File: src/rtl/sdm_pkg.sv
/*
 package for the supply drop monitor register bank: offsets, field positions,
 reset values and timing constants. assumes an 8-bit register port with 16-bit address.
*/
package sdm_pkg;
   // ==========================================
   // register offsets
   localparam logic [15:0] ADDR_MON_ENABLE = 16'h5100;
   localparam logic [15:0] ADDR_THRESHOLD_SELECT = 16'h5101;
   localparam logic [15:0] ADDR_COMPARE_RESULT = 16'h5102;
   localparam logic [15:0] ADDR_DROP_IRQ_MASK = 16'h5103;
   localparam logic [15:0] ADDR_DROP_IRQ_FLAG_REG = 16'h5104;
   // ==========================================
   // fields and reset values
   localparam int BIT_D0 = 0;
   localparam logic [3:0] THRESHOLD_RESET = 4'h0;
   localparam logic [3:0] THRESHOLD_FIRST_VALID = 4'h3;
   localparam logic [7:0] DATA_ZERO = 8'h00;
   // ==========================================
   // timing
   localparam int CLK_FREQ_KHZ = 50000;
   localparam int SETTLE_TIME_US = 500;
   localparam int SETTLE_CYCLES = SETTLE_TIME_US * CLK_FREQ_KHZ / 1000;
   localparam int SETTLE_W = 15;
   localparam logic [SETTLE_W-1:0] SETTLE_ZERO = 15'h0000;
   localparam logic [SETTLE_W-1:0] SETTLE_ONE = 15'h0001;
   // ==========================================
   // arm fsm
   typedef enum logic [1:0] {
      SDM_IDLE = 2'b00,
      SDM_SETTLING = 2'b01,
      SDM_ARMED = 2'b11
   } sdm_state_t;
endpackage

File: src/rtl/sdm_sync.sv
/*
 two flip-flop synchroniser for the comparator level.
 assumes input is asynchronous to core_clk.
*/
`timescale 1ns/1ps
module sdm_sync (
   input wire logic core_clk,
   input wire logic rst,
   input wire logic async_in,
   output logic sync_out
);
   typedef struct packed {
      logic meta;
      logic stable;
   } sdm_sync_st_t;
   sdm_sync_st_t s_q, s_d;
   // first stage is read only by the second stage
   always_comb begin
      s_d = s_q;
      s_d.meta = async_in;
      s_d.stable = s_q.meta;
   end
   always_ff @(posedge core_clk or posedge rst) begin
      if (rst) begin
         s_q <= '0;
      end else begin
         s_q <= s_d;
      end
   end
   assign sync_out = s_q.stable;
endmodule // sdm_sync

File: src/rtl/sdm_edge.sv
/*
 falling-to-below edge detector, qualified by an enable.
 assumes a synchronous input.
*/
`timescale 1ns/1ps
module sdm_edge (
   input wire logic core_clk,
   input wire logic rst,
   input wire logic enable,
   input wire logic level_in,
   output logic rise_pulse
);
   typedef struct packed {
      logic prev;
   } sdm_edge_st_t;
   sdm_edge_st_t e_q, e_d;
   // prev held high when disabled so a below level at enable is not an edge
   always_comb begin
      e_d = e_q;
      e_d.prev = enable ? level_in : 1'b1;
   end
   always_ff @(posedge core_clk or posedge rst) begin
      if (rst) begin
         // idle level of prev is high, so no false edge follows reset
         e_q <= '1;
      end else begin
         e_q <= e_d;
      end
   end
   assign rise_pulse = enable & level_in & ~e_q.prev;
endmodule // sdm_edge

File: src/rtl/sdm_regs.sv
/*
 register bank and interrupt logic of the supply drop monitor.
 assumes a single-cycle strobe register port and an external comparator
 giving an asynchronous below-threshold level.
*/
// The implementer's own choice: strobed register access.
`timescale 1ns/1ps
module sdm_regs (
   input wire logic core_clk,
   input wire logic rst,
   input wire logic [15:0] reg_addr,
   input wire logic [7:0] reg_wdata,
   input wire logic reg_wr,
   input wire logic reg_rd,
   output logic [7:0] reg_rdata,
   input wire logic below_threshold_async,
   output logic compare_enable,
   output logic [3:0] threshold_code,
   output logic result_settled,
   output logic irq_req
);
   // ==========================================
   // state
   typedef struct packed {
      logic monitor_enable_bit;
      logic [3:0] threshold_code;
      logic drop_irq_enable;
      logic drop_irq_flag;
      logic [7:0] rdata;
      sdm_pkg::sdm_state_t arm;
      logic [sdm_pkg::SETTLE_W-1:0] settle_cnt;
   } sdm_regs_st_t;
   sdm_regs_st_t r_q, r_d;
   logic below_sync;
   logic drop_event;
   logic below_threshold_result;
   logic wr_en, wr_flag, wr_mask, wr_thr;
   logic [7:0] rd_mux;
   // ==========================================
   // comparator path
   sdm_sync u_sync (
      .core_clk(core_clk),
      .rst(rst),
      .async_in(below_threshold_async),
      .sync_out(below_sync)
   );
   // result is forced to zero while the comparator is stopped
   assign below_threshold_result = r_q.monitor_enable_bit & below_sync;
   sdm_edge u_edge (
      .core_clk(core_clk),
      .rst(rst),
      .enable(r_q.monitor_enable_bit),
      .level_in(below_sync),
      .rise_pulse(drop_event)
   );
   // ==========================================
   // decode
   assign wr_en = reg_wr && (reg_addr == sdm_pkg::ADDR_MON_ENABLE);
   assign wr_thr = reg_wr && (reg_addr == sdm_pkg::ADDR_THRESHOLD_SELECT);
   assign wr_mask = reg_wr && (reg_addr == sdm_pkg::ADDR_DROP_IRQ_MASK);
   assign wr_flag = reg_wr && (reg_addr == sdm_pkg::ADDR_DROP_IRQ_FLAG_REG);
   always_comb begin
      rd_mux = sdm_pkg::DATA_ZERO;
      unique case (reg_addr)
         sdm_pkg::ADDR_MON_ENABLE: rd_mux[sdm_pkg::BIT_D0] = r_q.monitor_enable_bit;
         sdm_pkg::ADDR_THRESHOLD_SELECT: rd_mux[3:0] = r_q.threshold_code;
         sdm_pkg::ADDR_COMPARE_RESULT: rd_mux[sdm_pkg::BIT_D0] = below_threshold_result;
         sdm_pkg::ADDR_DROP_IRQ_MASK: rd_mux[sdm_pkg::BIT_D0] = r_q.drop_irq_enable;
         sdm_pkg::ADDR_DROP_IRQ_FLAG_REG: rd_mux[sdm_pkg::BIT_D0] = r_q.drop_irq_flag;
         default: rd_mux = sdm_pkg::DATA_ZERO;
      endcase
   end
   // ==========================================
   // next state
   always_comb begin
      r_d = r_q;
      r_d.rdata = reg_rd ? rd_mux : sdm_pkg::DATA_ZERO;
      if (wr_en) begin
         r_d.monitor_enable_bit = reg_wdata[sdm_pkg::BIT_D0];
      end
      if (wr_thr) begin
         r_d.threshold_code = reg_wdata[3:0];
      end
      if (wr_mask) begin
         r_d.drop_irq_enable = reg_wdata[sdm_pkg::BIT_D0];
      end
      // set wins over a same-cycle write-one clear
      if (wr_flag && reg_wdata[sdm_pkg::BIT_D0]) begin
         r_d.drop_irq_flag = 1'b0;
      end
      if (drop_event) begin
         r_d.drop_irq_flag = 1'b1;
      end
      // settle tracker: informational, raised when result is trustworthy
      unique case (r_q.arm)
         sdm_pkg::SDM_IDLE: begin
            r_d.settle_cnt = sdm_pkg::SETTLE_ZERO;
            if (r_q.monitor_enable_bit) begin
               r_d.arm = sdm_pkg::SDM_SETTLING;
            end
         end
         sdm_pkg::SDM_SETTLING: begin
            if (!r_q.monitor_enable_bit) begin
               r_d.arm = sdm_pkg::SDM_IDLE;
            end else if (r_q.settle_cnt == sdm_pkg::SETTLE_W'(sdm_pkg::SETTLE_CYCLES - 1)) begin
               r_d.arm = sdm_pkg::SDM_ARMED;
            end else begin
               r_d.settle_cnt = r_q.settle_cnt + sdm_pkg::SETTLE_ONE;
            end
         end
         sdm_pkg::SDM_ARMED: begin
            if (!r_q.monitor_enable_bit) begin
               r_d.arm = sdm_pkg::SDM_IDLE;
            end
         end
         default: r_d.arm = sdm_pkg::SDM_IDLE;
      endcase
   end
   always_ff @(posedge core_clk or posedge rst) begin
      if (rst) begin
         r_q <= '0;
      end else begin
         r_q <= r_d;
      end
   end
   // ==========================================
   // outputs
   assign reg_rdata = r_q.rdata;
   assign compare_enable = r_q.monitor_enable_bit;
   assign threshold_code = r_q.threshold_code;
   assign result_settled = (r_q.arm == sdm_pkg::SDM_ARMED);
   // level request, so the controller must be level triggered
   assign irq_req = r_q.drop_irq_flag & r_q.drop_irq_enable;
endmodule // sdm_regs

File: config.mk
export PLATFORM = sky130hd
export DESIGN_NAME = sdm_regs
export DESIGN_NICKNAME = d
export VERILOG_FILES = /design/src/rtl/sdm_pkg.sv /design/src/rtl/sdm_sync.sv /design/src/rtl/sdm_edge.sv /design/src/rtl/sdm_regs.sv
export SDC_FILE = /design/constraint.sdc
export NUM_CORES = 1
export LEC_CHECK = 0
export ABC_AREA = 0
export BUFFER_PORTS_ARGS = -buffer_cell sky130_fd_sc_hd__buf_2
export CORE_MARGIN = 2
export CORE_UTILIZATION = 29
export CTS_BUF_LIST = sky130_fd_sc_hd__clkbuf_16
export CTS_CLUSTER_DIAMETER = 30
export DETAILED_ROUTE_END_ITERATION = 10
export GPL_TIMING_DRIVEN = 0
export PLACE_DENSITY_LB_ADDON = 0.15
export RECOVER_POWER = 50
export SLEW_MARGIN = 20
export SYNTH_ARGS = -nofsm -noshare
export SYNTH_HDL_FRONTEND = slang
export SYNTH_HIERARCHICAL = 1
export SYNTH_SLANG_ARGS = --single-unit
File: constraint.sdc
create_clock -name core_clk -period 1.7 [get_ports core_clk]
set_input_delay 0.255 -clock core_clk [delete_from_list [all_inputs] [get_ports core_clk]]
set_output_delay 0.255 -clock core_clk [all_outputs]
set_load 0.05 [all_outputs]
# == After elaboration in Yosys (flattened, before gate mapping) ==
# Index checks and enable logic that the tools add are counted.
# totals
regBits,31
inputBits,29
out_inout_bits,15
elab_cells,52
# op_classes
n_addsub,1
n_bitwise,4
muxes,14
eq_ne,13
reduce_logical,10
# op_table
cell,n
$eq A16 B15 Y1 const B,5
$mux W15,2
$pmux W15 S2,1
$add A15 B1 Y15 const B,1
$eq A15 B15 Y1 const B,1
$mux W2,4
$ne A2 B2 Y1 const B,4
$pmux W2 S3,1
$reduce_and A3 Y1,2
$logic_and A1 B1 Y1,5
$pmux W1 S5,1
$mux W4,1
$reduce_bool A2 Y1,2
$and A1 B1 Y1,3
$mux W1,3
$mux W3,1
$ne A3 B3 Y1 const B,1
$eq A2 B1 Y1 const B,1
$eq A2 B2 Y1 const B,1
$logic_not A2 Y1,1
$not A1 Y1,1

# == Logic depth before layout (Yosys ltp) ==
# Gate-level depths: netlist (run 1).
# depth
word_depth,5
mapped_depth,5
ltp_nobuf,5

# == Cells and area by module ==
# Netlist (run 1), hierarchy kept.
# modules_own_cells
module,instances,seq_area_each_um2,cells_each,area_per_inst_um2
sdm_regs,1,700.7,175,1694.1
sdm_sync,1,50.0,3,53.8
sdm_edge,1,26.3,4,45.0

# == Worst setup path after synthesis (run 1) ==
# No wires, ideal clock.
# synth_timing
path_type,register to register
from,"register r_q, in the netlist compare_enable"
to,register r_q[11] in the netlist's numbering
arrival_time_ps,1655
path_buffers,0
path_stages_with_launch,5
synth_period_minus_slack_ps,1779
t_required_ps,1576
path_slack_ps,-79
setup_ps,124
cell_sequence,dfrtp_1 nand4_1 or2_4 o211a_1 a211o_1
# synth_via
elab_chain_len,2
# synth_lines
item,line_no,source
start: declaration,sdm_regs.sv:33,"sdm_regs_st_t r_q, r_d;"
start signal: assignment,sdm_regs.sv:123,r_q <= r_d;
$ne A2 B2 Y1 (no line),-,
$reduce_and A3 Y1 (no line),-,
# Every way passes these cells.
# A chain may end at the register's enable or synchronous reset.

# == Worst setup path in the final report (run 1) ==
# layout_timing
from,register r_q[1] in the netlist's numbering
to,register r_q[11] in the netlist's numbering
# layout_via
elab_chain_len,4
word_cells_on_any_way,7
cone_classes,add/sub (1); eq/ne (2); mux (3); reduce/logical (1)
# layout_lines
item,line_no,source
$add A15 B1 Y15,sdm_regs.sv:108,r_d.settle_cnt = r_q.settle_cnt + sdm_pkg::SETTLE_ONE;
$mux W15,sdm_regs.sv:105,end else if (r_q.settle_cnt == sdm_pkg::SETTLE_W'(sdm_pkg::SETTLE_CYCLES - 1)) begin
$mux W15,sdm_regs.sv:103,if (!r_q.monitor_enable_bit) begin
$pmux W15 S2,sdm_regs.sv:95,unique case (r_q.arm)
# Parallel ways exist; a longest one is shown, timed or not. The select of a mux whose other input is x is not followed.

==> impl_metrics.ini, run 1 <==
[layout]
area_growth_pct = 29.5
drive_above_1_share_pct = 37.2
num_antenna_cells = 0
final_nets = 263

[synth]
synth-compound-area-share_pct = 12.8
synth_top_area_share_pct = 41.9
synth_area_leader_cell = dfrtp_1
syn_inst = 182
synth_mux_area_share_pct = 6.63
synth_area_um2 = 1790
synth-main-ff-cell = dfrtp_1
ys_async_sr_fraction_pct = 100
synth-edff-count = 0
avgSynthCellArea_um2 = 9.85
yosysMostFrequentCell = dfrtp_1
yosys-top-cells-count = dfrtp_1 (30), nor2_1 (17), nand2_1 (14)
synth_cell_type_count = 50
synthSimpleGateAreaFrac_pct = 27.5
synth_top_family_by_area = simple AND/OR/NAND/NOR gates
seq_area_frac_synth_pct = 43.3
synth_xor_area_share_pct = 0
yosys_warnings = 6
netlist_top_cells_area = dfrtp_1 (42%), buf_4 (5.4%), mux2_2 (3.8%)
ys_seq_elements = 31
synthAdderAreaFrac_pct = 0.698

[sta]
slew-limit-headroom_pct = 60.8
skew_ps = 8.00
rsz0062_at_grt = no
fin_ws_ps = 72.4
drv_slew = 0
tightest_slew_ps = 591
final.period_utilization_pct = 95.7
period_needed_ps = 1630
clock.fmax_mhz = 614
finalHoldViolCount = 0
setup_viol = 0
setup_tns_ps = 0

[pwr]
max-vdd-ir-drop_uv = 552
powerDensity_nw_per_um2 = 783
p_leak_nw = 1.15

[routing]
drtIter0Drc = 85
vias = 1518
routed_via_density = 4.91
drc = 0
ant_nets = 0
post_drt_wl_per_cell_um = 13.2
dr.pass1.iters = 4
wl_mm = 4.08

[floorplan]
fp.dieW_um = 82.6
rows = 28
die_h_um = 82.6
initial_core_util_pct = 30.1
die-area_um2 = 6830
pin_count = 44
core_um2 = 5960

[grt]
grt_use_total_pct = 13.5
overflow = 0
grt_pass1_vias = 1414
grt_pass1_wl_mm = 6.87
antenna_found_initial = 0
grt_max_degree = 29

[clocking]
htreeDepth = 2
cts_root_buf = clkbuf_16
cts_buffers = 5
clk_latency_ps = 280
clk_pin_slew_ps = 50
clock_path_buffers = 2
clock-sinks = 31
cts_tree = yes

[worst_setup_path]
crit_start = r_q[1]
required_ps = 1850
crit_path_end_kind = register
ff2ff_path_depth = 5
setup.reg_to_reg.worst_slack_ps = 70
worst_ep_arrival_time_ps = 1780
r2r-end = r_q[11]
cp-endpoint = r_q[11]
cp_max_fo = 5
timing.rr.start = r_q[1]
start_kind = register
crit_type = register to register

[placement]
gp_congestion = 0.812
numPortBuffers = 35
post-place-ws_ps = -211
dp_hpwl_mm = 2.88

[hold_path]
hold_class = input pin to register
min_path_cells = 1

[outcome]
status = finished, final reports clean

[flow_run]
max_cap_viol_count = 0
## cell type report
cell class | count | area (µm²)
multi-input cells | 129 | 900
plain buffers | 17 | 131
clock buffers | 5 | 125
flip-flops and latches | 31 | 782
repair buffers | 41 | 221
clock inverters | 3 | 38.8
inverters | 8 | 30.0
fillers | 626 | 3630
well taps | 75 | 93.8
## cell families after synthesis
logic type | Yosys count
flip-flops | 31
multiplexers | 11
AND/OR/NAND/NOR | 83
AO/OA/AOI/OAI | 30
other | 1
adder cells (fa/ha/maj) | 1
buffers and inverters | 25
## report_power, final
group,internal [mW],switching (mW)
Combinational,0.0338,0.0515
Clock,0.682,0.308
Sequential,0.741,0.00116
Total,1.46,0.360
## worst max-delay path: stages (launching register included)
cell	delay (ps)
dfrtp_1	390
buf_4	150
nand4_1	180
or2_4	300
o211a_1	220
a211o_1	260
## per-layer routing
metal | vias up | GRT usage [%] | wire, µm
li1 | 758 | - | -
met1 | 726 | 18.4 | 2000
met2 | 30 | 20.3 | 1850
met3 | 4 | 3.37 | 165
met4 | 0 | 5.41 | 60
met5 | - | 0 | 0
## state kept, by name, summed over array words and instances (netlist names)
| name | count |
|---|---|
| r_q | 19 |
| reg_rdata | 4 |
| threshold_code | 4 |
| compare_enable | 1 |
| u_edge/e_q | 1 |
| u_sync/s_d | 1 |
| u_sync/sync_out | 1 |
## cells in the final DEF, fill, tap and decap left out, types with 7 or more instances in the layout
cell type	instances
nand2_1	14
dfrtp_1	26
buf_2	31
nand3_1	7
inv_1	7
nor2_1	16
buf_4	19
## how the worst min path moves through the flow
stage	startpoint	to	slack (ps)
final	below_threshold_async	u_sync/s_d[0]	90
after global routing	below_threshold_async	u_sync/s_d[0]	90
after CTS	below_threshold_async	u_sync/s_d[0]	90
after detailed placement	rst	u_sync/sync_out	140
after global placement	rst	u_sync/s_d[0]	130
after floorplan	rst	u_sync/s_d[0]	-4
## stage by stage
step                      utilization (%)  instances  total power, mW  hold slack, ps  cell area, µm²
after floorplan                         -        185            0.802           -3.82            1820
after global routing                 39.0        309             1.89            90.3            2320
final                                39.0        309             1.82            92.3            2320
after detailed placement             35.0        295            0.841             137            2090
after global placement               35.0        295            0.840             127            2090
after CTS                            38.7        306             1.84            88.6            2300
## what timing repair did
action	in CTS	in global routing
endpoints found under the hold margin	3	0
pin swaps	1	2
buffers inserted	2	3
endpoints found under the setup margin	4	6
cloned	0	0
hold buffers	1	0
gates resized for setup	7	1
Power figures use the tool's default switching activity.
==> run 2, diff against run 1 <==
clock period = 1.8 ns   (was 1.7 ns; I/O delays follow)
==> impl_metrics.ini, run 2 (synthesis gave the netlist of run 1 again) <==
[outcome]
status = finished, final reports clean

[layout]
layout_commonest_cell = buf_2
drive_above_1_share_pct = 35.2
final_nets = 259
instances_no_fill = 305
fillers = 623
final_cell_mix = buf_2 (31), dfrtp_1 (27), nor2_1 (17)
num_antenna_cells = 0
largest_register = r_q
largest_register_ffs = 19
regArea_um2 = 781
area_growth_pct = 27.6
multi_input_area_um2 = 897

[hold_path]
hold_class = input pin to register
worstHoldEndpoint = u_sync/s_d[0]
min_path_cells = 1
min-delay-start = below_threshold_async

[floorplan]
rows = 28
pin_count = 44
fp.dieW_um = 82.6
die-area_um2 = 6830
initial_core_util_pct = 30.1
die_h_um = 82.6
core_um2 = 5960

[worst_setup_path]
r2r-end = r_q[0]
worst_ep_arrival_time_ps = 1440
critPathSlowestCell = dfrtp_2
cp_cell_sequence = clkbuf_4 -> inv_1 -> nor2_1 -> clkbuf_4
start_kind = register
path_depth = 4
ff2ff_path_depth = 5
max_stage_delay_ps = 440
crit_path_frequent_cell = clkbuf_4
setup.reg_to_reg.worst_slack_ps = 130
critPathTopFamily = buffers and inverters
required_ps = 1530
crit_type = register to primary output
path_buf_inv = 3
crit_path_end_kind = primary output
timing.rr.start = r_q[0]
cp_max_fo = 10

[sta]
drv_slew = 0
slew-limit-headroom_pct = 60.5
rsz0062_at_grt = no
clock.fmax_mhz = 583
holdWs_ps = 104
tightest_slew_ps = 592
setup_viol = 0
final.period_utilization_pct = 95.2
finalHoldViolCount = 0
skew_ps = 4.27
period_needed_ps = 1710

[pwr]
p_leak_nw = 1.13
power_mw = 1.72
max-vdd-ir-drop_uv = 368
powerDensity_nw_per_um2 = 753

[routing]
wl_mm = 4.06
dr_wl_met2_mm = 1.88
dr.pass1.iters = 4
post_drt_wl_per_cell_um = 13.3
met1_length_mm = 1.97
drc = 0
wl_met3_um = 139
routed_via_density = 4.93
maxUsedRoutingLayer = met4
vias = 1504
drtIter0Drc = 119
ant_nets = 0

[clocking]
cts_buffers = 5
clock_path_buffers = 2
cts_root_buf = clkbuf_16
clk_latency_ps = 280
clk_pin_slew_ps = 50
clock-sinks = 31
htreeDepth = 2
cts_tree = yes

[placement]
gp_congestion = 0.809
dpl.cell_count = 295
dp_hpwl_mm = 3.01
numPortBuffers = 35

[grt]
grt_max_degree = 29
grt_use_total_pct = 14.0
overflow = 0
grt_pass1_vias = 1430
antenna_found_initial = 0
grt_pass1_wl_mm = 7.11

[flow_run]
max_cap_viol_count = 0
run 2: cell count changes in the layout (fill, tap and decap cells not counted):
cell and change:
buf_4 -5, clkbuf_4 +1, dfrtp_1 +1, dfrtp_2 -1, nor2_1 +1, nor2_2 -1
run 2: cell type report:
class | instances | area share [%]
Inverter | 8 | 1.31
Buffer | 17 | 5.74
Multi-Input combinational cell | 129 | 39.2
Sequential cell | 31 | 34.1
Clock inverter | 3 | 1.69
Timing Repair Buffer | 37 | 8.37
Clock buffer | 5 | 5.47
Tap cell | 75 | 4.10
run 2: power breakdown:
group | switching, mW | internal, mW
clock network | 0.296 | 0.644
logic | 0.0488 | 0.0319
registers | 0.00102 | 0.700
run 2: per-layer routing:
| metal | vias to the layer above | GRT usage (%) |
|---|---|---|
| li1 | 751 | - |
| met1 | 727 | 19.5 |
| met2 | 21 | 20.6 |
| met3 | 5 | 4.13 |
| met4 | 0 | 4.75 |
| met5 | - | 0 |
run 2: worst max path at each step:
| stage | endpoint | start | slack [ps] |
|---|---|---|---|
| after floorplan | r_q[11] | compare_enable | 20 |
| after global placement | r_q[0] | r_q[0] | -200 |
| after detailed placement | r_q[0] | r_q[0] | -230 |
| after CTS | r_q[0] | r_q[0] | 30 |
| after global routing | result_settled | r_q[15] | 6 |
| final | result_settled | r_q[15] | 90 |
run 2: worst register-to-register path: cells and delay by family (launching register included):
kind,cells,cell delay [ps]
compound gates,1,290
fa+ha+maj,1,180
flops,1,430
simple gates,3,640
run 2: stage by stage:
| stage | worst slack, ps | instance area [µm²] | utilization (%) | TNS, ps |
|---|---|---|---|---|
| after global placement | -196 | 2070 | 34.8 | -460 |
| after global routing | 5.66 | 2290 | 38.4 | 0 |
| final | 85.5 | 2290 | 38.4 | 0 |
| after detailed placement | -226 | 2070 | 34.8 | -547 |
| after CTS | 26.8 | 2270 | 38.1 | 0 |
| after floorplan | 21.0 | 1800 | - | 0 |
run 2: repair_timing:
action                     CTS  global route
hold endpoints to repair     2             0
setup endpoints to repair    4             4
hold buffers                 1             0
resized for setup            7             3
setup buffers                1             0
pin swaps                    1             0
